File: src/verilog/pesg_map.svh
// Register offsets, field positions and reset values of the second event group.
// Assumes inclusion by the package and the top module only.
`ifndef PESG_MAP_SVH
`define PESG_MAP_SVH

`define PESG_ADDR_W          6
`define PESG_DATA_W          24
`define PESG_OFS_STATUS      6'h03
`define PESG_OFS_MASK        6'h04
`define PESG_OFS_SENSE       6'h05
`define PESG_OFS_STARTUP     6'h06

`define PESG_STAT_IMPL       24'hC1FFFF
`define PESG_DOM_RTC         24'h000EE3
`define PESG_DOM_OFF         24'h00011C
`define PESG_DOM_SYS         24'hC1F000
`define PESG_STAT_RESET      24'h000080
`define PESG_MASK_RESET      24'hFFF7FF
`define PESG_SENSE_LIVE      24'h40781C

`define PESG_BIT_WDI_RESET   5
`define PESG_BIT_BTN_RESET   6
`define PESG_BIT_USB_BOOT    11
`define PESG_BIT_THERM_LOW   12
`define PESG_BIT_THERM_HIGH  13
`define PESG_BIT_SHORT_TRIP  16
`define PESG_BIT_BATT_REMOVE 22

`define PESG_SU_MODE_LSB     0
`define PESG_SU_MODE_MSB     1
`define PESG_SU_PUMS_LSB     2
`define PESG_SU_PUMS_MSB     5
`define PESG_SU_CHG_PATH     9
`define PESG_SU_WALL_CHG     10

`endif

File: src/verilog/pesg_pkg.sv
// Types shared by the second event group block.
// Assumes the constant header is on the include path.
`include "pesg_map.svh"

package pesg_pkg;

  typedef logic [`PESG_DATA_W-1:0] pesg_word_t;

  // Pin-side levels that pass through the two-stage synchroniser.
  typedef struct packed {
    pesg_word_t live;
    logic [1:0] mode;
    logic [3:0] pums;
    logic       chg_path;
    logic       chg_en;
    logic       wall_chg;
  } pesg_pins_t;

  // Register access port of the control interface front end.
  typedef struct packed {
    logic                    wr;
    logic                    rd;
    logic [`PESG_ADDR_W-1:0] addr;
    pesg_word_t              wdata;
  } pesg_req_t;

  typedef struct packed {
    pesg_word_t status;
    pesg_word_t mask;
    pesg_pins_t sync1;
    pesg_pins_t sync2;
    logic [3:0] pums;
    logic       chg_path;
    logic       chg_en_prev;
    logic       started;
    pesg_word_t rdata;
    logic       irq;
  } pesg_state_t;

endpackage

File: src/verilog/pesg_top.sv
// Status, mask and sense registers of the second event group plus startup mode sense.
// Assumes a serial control front end on i_clock presents word reads and writes,
// event pulses come from logic on i_clock, and sense levels come from pins.
`timescale 1ns/1ps
`default_nettype none
`include "pesg_map.svh"

// Behaviour
// [RL1] Bit 5 W1C watchdog reset, power-on domain
// [RL2] Bit 6 W1C button reset, power-on domain
// [RL3] Bit 11 W1C USB boot, power-on only
// [RL4] Bit 12 W1C thermal low, system reset
// [RL5] Bit 13 W1C thermal high, system reset
// [RL6] Bit 16 W1C short trip, system reset
// [RL7] Mask bit 16 RW, resets to 1
// [RL8] Mask bit 11 resets 0, others 1
// [RL9] Mask bit 22 RW, system reset to 1
// [RL10] Sense bit 22 live battery removal, unreset
// [RL11] Sense bit 11 live USB boot, unreset
// [RL12] Startup bit 9 charger path mode, latched
// [RL13] Charger path bit relatched on charger enable
// [RL14] Off-state reset clears off-domain bits
// [RL15] Continuous sense bits track inputs always
// [RL16] Latched sense bits captured once at startup; the charger path bit is also relatched on charger enable
// [RL17] Write one clears; events ignore mask
// [RL18] Interrupt when any unmasked flag set
module pesg_top
  import pesg_pkg::*;
(
  input  wire logic                    i_clock,
  input  wire logic                    i_sys_rst,
  input  wire logic                    i_system_reset_n,
  input  wire logic                    i_off_state_reset,
  input  wire logic [`PESG_DATA_W-1:0] i_event,
  input  wire logic [`PESG_DATA_W-1:0] i_sense_live,
  input  wire logic [1:0]              i_mode_pins,
  input  wire logic [3:0]              i_pums_pins,
  input  wire logic                    i_charger_path_mode,
  input  wire logic                    i_charger_enable,
  input  wire logic                    i_wall_charger,
  input  wire logic                    i_reg_wr,
  input  wire logic                    i_reg_rd,
  input  wire logic [`PESG_ADDR_W-1:0] i_reg_addr,
  input  wire logic [`PESG_DATA_W-1:0] i_reg_wdata,
  output logic      [`PESG_DATA_W-1:0] o_reg_rdata,
  output logic                         o_irq
);

  pesg_state_t st_r;
  pesg_state_t st_nxt;
  pesg_pins_t  pins;
  pesg_req_t   req;
  pesg_word_t  clr;
  pesg_word_t  sense_word;
  pesg_word_t  startup_word;

  assign o_reg_rdata = st_r.rdata;
  assign o_irq       = st_r.irq;

  always_comb begin
    pins.live     = i_sense_live;
    pins.mode     = i_mode_pins;
    pins.pums     = i_pums_pins;
    pins.chg_path = i_charger_path_mode;
    pins.chg_en   = i_charger_enable;
    pins.wall_chg = i_wall_charger;
    req.wr        = i_reg_wr;
    req.rd        = i_reg_rd;
    req.addr      = i_reg_addr;
    req.wdata     = i_reg_wdata;
  end

  // Sense words are built from the second synchroniser stage, except the latched startup fields, which come from their holding registers.
  always_comb begin
    sense_word   = st_r.sync2.live & `PESG_SENSE_LIVE; // RL10 RL11 RL15
    startup_word = '0;
    startup_word[`PESG_SU_MODE_MSB:`PESG_SU_MODE_LSB] = st_r.sync2.mode; // RL15
    startup_word[`PESG_SU_PUMS_MSB:`PESG_SU_PUMS_LSB] = st_r.pums; // RL16
    startup_word[`PESG_SU_CHG_PATH] = st_r.chg_path; // RL12
    startup_word[`PESG_SU_WALL_CHG] = st_r.sync2.wall_chg; // RL15
  end

  always_comb begin
    st_nxt = st_r;
    clr    = '0;

    // Synchroniser stages carry no reset so no reset disturbs live sense bits.
    st_nxt.sync1       = pins;
    st_nxt.sync2       = st_r.sync1;
    st_nxt.chg_en_prev = st_r.sync2.chg_en;

    if (!st_r.started) begin
      st_nxt.started  = 1'b1;
      st_nxt.pums     = st_r.sync2.pums; // RL16
      st_nxt.chg_path = st_r.sync2.chg_path; // RL12
    end else if (st_r.sync2.chg_en && !st_r.chg_en_prev) begin
      st_nxt.chg_path = st_r.sync2.chg_path; // RL13
    end

    if (req.wr && req.addr == `PESG_OFS_STATUS) begin
      clr = req.wdata; // RL17
    end
    if (req.wr && req.addr == `PESG_OFS_MASK) begin
      st_nxt.mask = (req.wdata & `PESG_STAT_IMPL)
                  | (~`PESG_STAT_IMPL & `PESG_MASK_RESET); // RL7 RL9
    end

    // A new event wins over a clear in the same cycle; the mask plays no part.
    st_nxt.status = ((st_r.status & ~clr) | i_event) & `PESG_STAT_IMPL; // RL1 RL2 RL3 RL4 RL5 RL6 RL17

    if (!i_system_reset_n) begin
      st_nxt.status = st_nxt.status & ~`PESG_DOM_SYS; // RL4 RL5 RL6
      st_nxt.mask   = (st_nxt.mask & ~`PESG_DOM_SYS)
                    | (`PESG_MASK_RESET & `PESG_DOM_SYS); // RL7 RL9
    end
    if (i_off_state_reset) begin
      st_nxt.status = st_nxt.status & ~`PESG_DOM_OFF; // RL14
      st_nxt.mask   = st_nxt.mask | (`PESG_MASK_RESET & `PESG_DOM_OFF); // RL14
    end

    st_nxt.rdata = st_r.rdata;
    if (req.rd) begin
      case (req.addr)
        `PESG_OFS_STATUS:  st_nxt.rdata = st_r.status;
        `PESG_OFS_MASK:    st_nxt.rdata = st_r.mask;
        `PESG_OFS_SENSE:   st_nxt.rdata = sense_word;
        `PESG_OFS_STARTUP: st_nxt.rdata = startup_word;
        default:           st_nxt.rdata = '0;
      endcase
    end

    st_nxt.irq = |(st_nxt.status & ~st_nxt.mask); // RL18

    // The power-on reset reaches every domain and restarts the startup capture.
    if (i_sys_rst) begin
      st_nxt.status   = `PESG_STAT_RESET; // RL1 RL2 RL3
      st_nxt.mask     = `PESG_MASK_RESET; // RL8
      st_nxt.started  = 1'b0;
      st_nxt.pums     = '0;
      st_nxt.chg_path = 1'b0;
      st_nxt.rdata    = '0;
      st_nxt.irq      = 1'b0;
    end
  end

  always_ff @(posedge i_clock) begin
    st_r <= st_nxt;
  end

endmodule // pesg_top

`default_nettype wire

File: config.mk
export PLATFORM = sky130hd
export DESIGN_NAME = pesg_top
export DESIGN_NICKNAME = d
export VERILOG_FILES = /design/src/verilog/pesg_pkg.sv /design/src/verilog/pesg_top.sv
export VERILOG_INCLUDE_DIRS = /design/src /design/src/verilog
export SDC_FILE = /design/constraint.sdc
export NUM_CORES = 1
export LEC_CHECK = 0
export BUFFER_PORTS_ARGS = -buffer_cell sky130_fd_sc_hd__clkbuf_2
export CAP_MARGIN = 40
export CORE_UTILIZATION = 24
export DETAILED_ROUTE_END_ITERATION = 10
export GPL_ROUTABILITY_DRIVEN = 1
export GPL_TIMING_DRIVEN = 0
export REMOVE_ABC_BUFFERS = 1
export SLEW_MARGIN = 40
export SYNTH_ARGS = -nofsm -noshare
export SYNTH_HDL_FRONTEND = slang
export SYNTH_SLANG_ARGS = --single-unit
File: constraint.sdc
create_clock -name i_clock -period 2 [get_ports i_clock]
set_input_delay 0.2 -clock i_clock [delete_from_list [all_inputs] [get_ports i_clock]]
set_output_delay 0.2 -clock i_clock [all_outputs]
set_load 0.01 [all_outputs]
==> metrics.cfg <==
[synthesis]
yosysTopAreaCell = dfxtp_1
synthSimpleGateAreaFrac = 0.1754
ys_seq_area_frac = 0.5283
syn_area_per_cell_um2 = 9.302
muxShareOfSynthArea = 0.04544
synthCells = 444
ys_top_cells_by_area = dfxtp_1 53%, nor2_1 5.0%, buf_4 4.4%, a21oi_1 4.0%, nand2_1 3.7%
yosysWarnings = 0
synth_adder_area_share = 0
async_reset_ff_frac = 0
syn_area_um2 = 4130
yosysTopAreaCellShare = 0.5283
synth_commonest_cells = 109 x dfxtp_1, 55 x nor2_1, 41 x nand2_1
synth_edf_count = 0
ys_seq_elements = 109
yosysMostFrequentCell = dfxtp_1
synth_top_family_by_area = simple AND/OR/NAND/NOR gates
synth-main-ff-cell = dfxtp_1
synth_compound_area_frac = 0.1721
synthXorXnorAreaFrac = 0
yosysUniqueCellTypes = 49

[cts]
numClockSinks = 109
cts_buffers = 9
clk_latency_ns = 0.35
clockBufferDepth = 2
cts_tree = built
clk_pin_slew_ns = 0.08
cts_root_buf = clkbuf_16
htreeDepth = 3

[global_routing]
track_usage = 0.1389
antenna_found_initial = 0
grt_overflow = 0
grt_max_degree = 54
grt_pass1_wl_um = 18570
grt_pass1_vias = 3368

[floorplanning]
start_util = 0.2473
dieArea_um2 = 17740
ioPinCount = 118
rows = 47
core_um2 = 16700
die_h_um = 133.2
fp.dieW_um = 133.2

[setup_path]
crit_path_max_fanout = 7
worstRegToRegCells = 6
worstSetupEndpointType = register
cp-start-kind = input pin
r2r_end = o_irq
arrival_ns = 2.16
worstSetupPathType = in2reg
ff2ff_setup_slack_ns = 0.49
rr_startpoint = st_r[144]
crit_required_ns = 2.20

[layout]
multiInputGateArea_um2 = 1734
diodes = 0
register_area_um2 = 2182
area_growth_pct = 27.54
drive_gt1_frac = 0.2772
final_nets = 622
nFillCells = 1759

[timing]
clock-skew-final_ns = 0.01088
slew-limit-headroom = 0.4483
grt_setup_unrepaired = false
fin_crit_sh = 0.9793
finalHoldViolCount = 0
fin_crit_ns = 1.959
setup_slack_ns = 0.04141
fin_setup_tns_ns = 0
worst_slew_pin_slew_ns = 0.8249
slew_violations = 0
fmax_mhz = 510.6
setup_viol = 0

[drt]
wirelength_um = 12130
firstDrtPassIters = 5
drc = 0
ant_nets = 0
vias = 3494
drt_iter0_drc = 296
detail_route.wl_per_cell_um = 16.08
vias_per_cell = 4.634

[status]
outcome = complete, no violations

[power_and_ir_drop]
peakVddDrop_mv = 0.4629
powerDensity_nw_per_um2 = 850.3
leakage_uw = 0.002165

[place]
dp_hpwl_um = 8053
pre_cts_slack_ns = -1.148
portBuffers = 91
routabilityCongestion = 0.7773

[min_path]
hold_start = i_event[7]
hold_path_depth = 2
min_to = st_r[129]
min_path_type = in2reg

[job]
maxCapViolations = 0

sequential cells by signal, indices dropped and copies added, names as in the netlist:
register     cells
sense_word       8
st_nxt          18
o_irq            1
st_r            58
o_reg_rdata     24
cell families after synthesis:
family	after synthesis
AO/OA/AOI/OAI	106
multiplexers	18
flip-flops	109
buffers and inverters	58
AND/OR/NAND/NOR	153
area by class of cell:
| cell class | instances | area share |
|---|---|---|
| Clock inverter | 7 | 0.01734 |
| Tap cell | 220 | 0.05226 |
| Clock buffer | 9 | 0.04276 |
| Multi-Input combinational cell | 279 | 0.3292 |
| Timing Repair Buffer | 121 | 0.1378 |
| Sequential cell | 109 | 0.4143 |
| Inverter | 9 | 0.006413 |
timing repair:
item	CTS	global route
endpoints found under the setup margin	3	1
buffers inserted	10	1
gates cloned	2	0
hold buffers	17	0
hold endpoints to repair	17	0
pin swaps	5	4
resized for setup	12	8
layout by cell type, fill, tap and decap left out, types with 3 or more instances in the layout:
cell,n
clkbuf_2,89
a221oi_1,10
a21oi_1,33
nand2_1,40
nor3_1,11
o21ai_0,19
mux2i_1,12
and2_1,4
a211oi_1,7
a21boi_0,3
nand3_1,18
dfxtp_1,109
dlygate4sd3_1,17
a31oi_1,5
or3_1,5
inv_1,8
a222oi_1,5
a22oi_1,7
mux2_2,6
nor2_1,55
buf_4,12
clkbuf_16,9
worst max-delay path by stage:
stage                   from    end  slack, ns  depth (start not counted)
2_1_floorplan  i_reg_addr[5]  o_irq      -0.24                          6
3_3_place_gp   i_reg_addr[5]  o_irq      -1.69                          7
3_5_place_dp   i_reg_addr[0]  o_irq      -1.15                          7
4_1_cts        i_reg_addr[5]  o_irq       0.03                          7
5_1_grt        i_reg_addr[5]  o_irq      0.007                          8
6_report       i_reg_addr[5]  o_irq       0.04                          8
report_power, final:
| part | leakage (uW) | total [uW] | switching [uW] | internal, uW |
|---|---|---|---|---|
| sequential | 0.000900 | 2280 | 34.8 | 2250 |
| clock | 0.000151 | 1860 | 861 | 1000 |
| combinational | 0.00111 | 333 | 183 | 150 |
critical path: stages:
cell      delay [ns]
clkbuf_2        0.13
or4b_4          0.63
nor2_4          0.21
buf_4           0.15
nand2_1         0.06
and3b_1         0.19
o41ai_4         0.41
a41oi_2         0.17
routing by layer:
layer	GRT usage	share of wire	up-vias
met2	0.2266	0.46	118
met3	0.03311	0.058	9
met5	0	0	-
met4	0.03725	0.0096	0
li1	-	-	1717
met1	0.1831	0.47	1650
through the flow:
step | utilization | instance area, um2 | instances | hold slack (ns) | power, uW
after floorplan | - | 3839 | 395 | 0.2277 | 2442
after global placement | 0.2736 | 4569 | 706 | 0.3024 | 2613
after detailed placement | 0.2754 | 4599 | 708 | 0.3039 | 2621
after CTS | 0.3123 | 5216 | 753 | 0.05617 | 4521
after global routing | 0.3154 | 5268 | 754 | 0.06002 | 4658
final | 0.3154 | 5268 | 754 | 0.06497 | 4479
No activity file was read; power rests on OpenSTA's default activity.
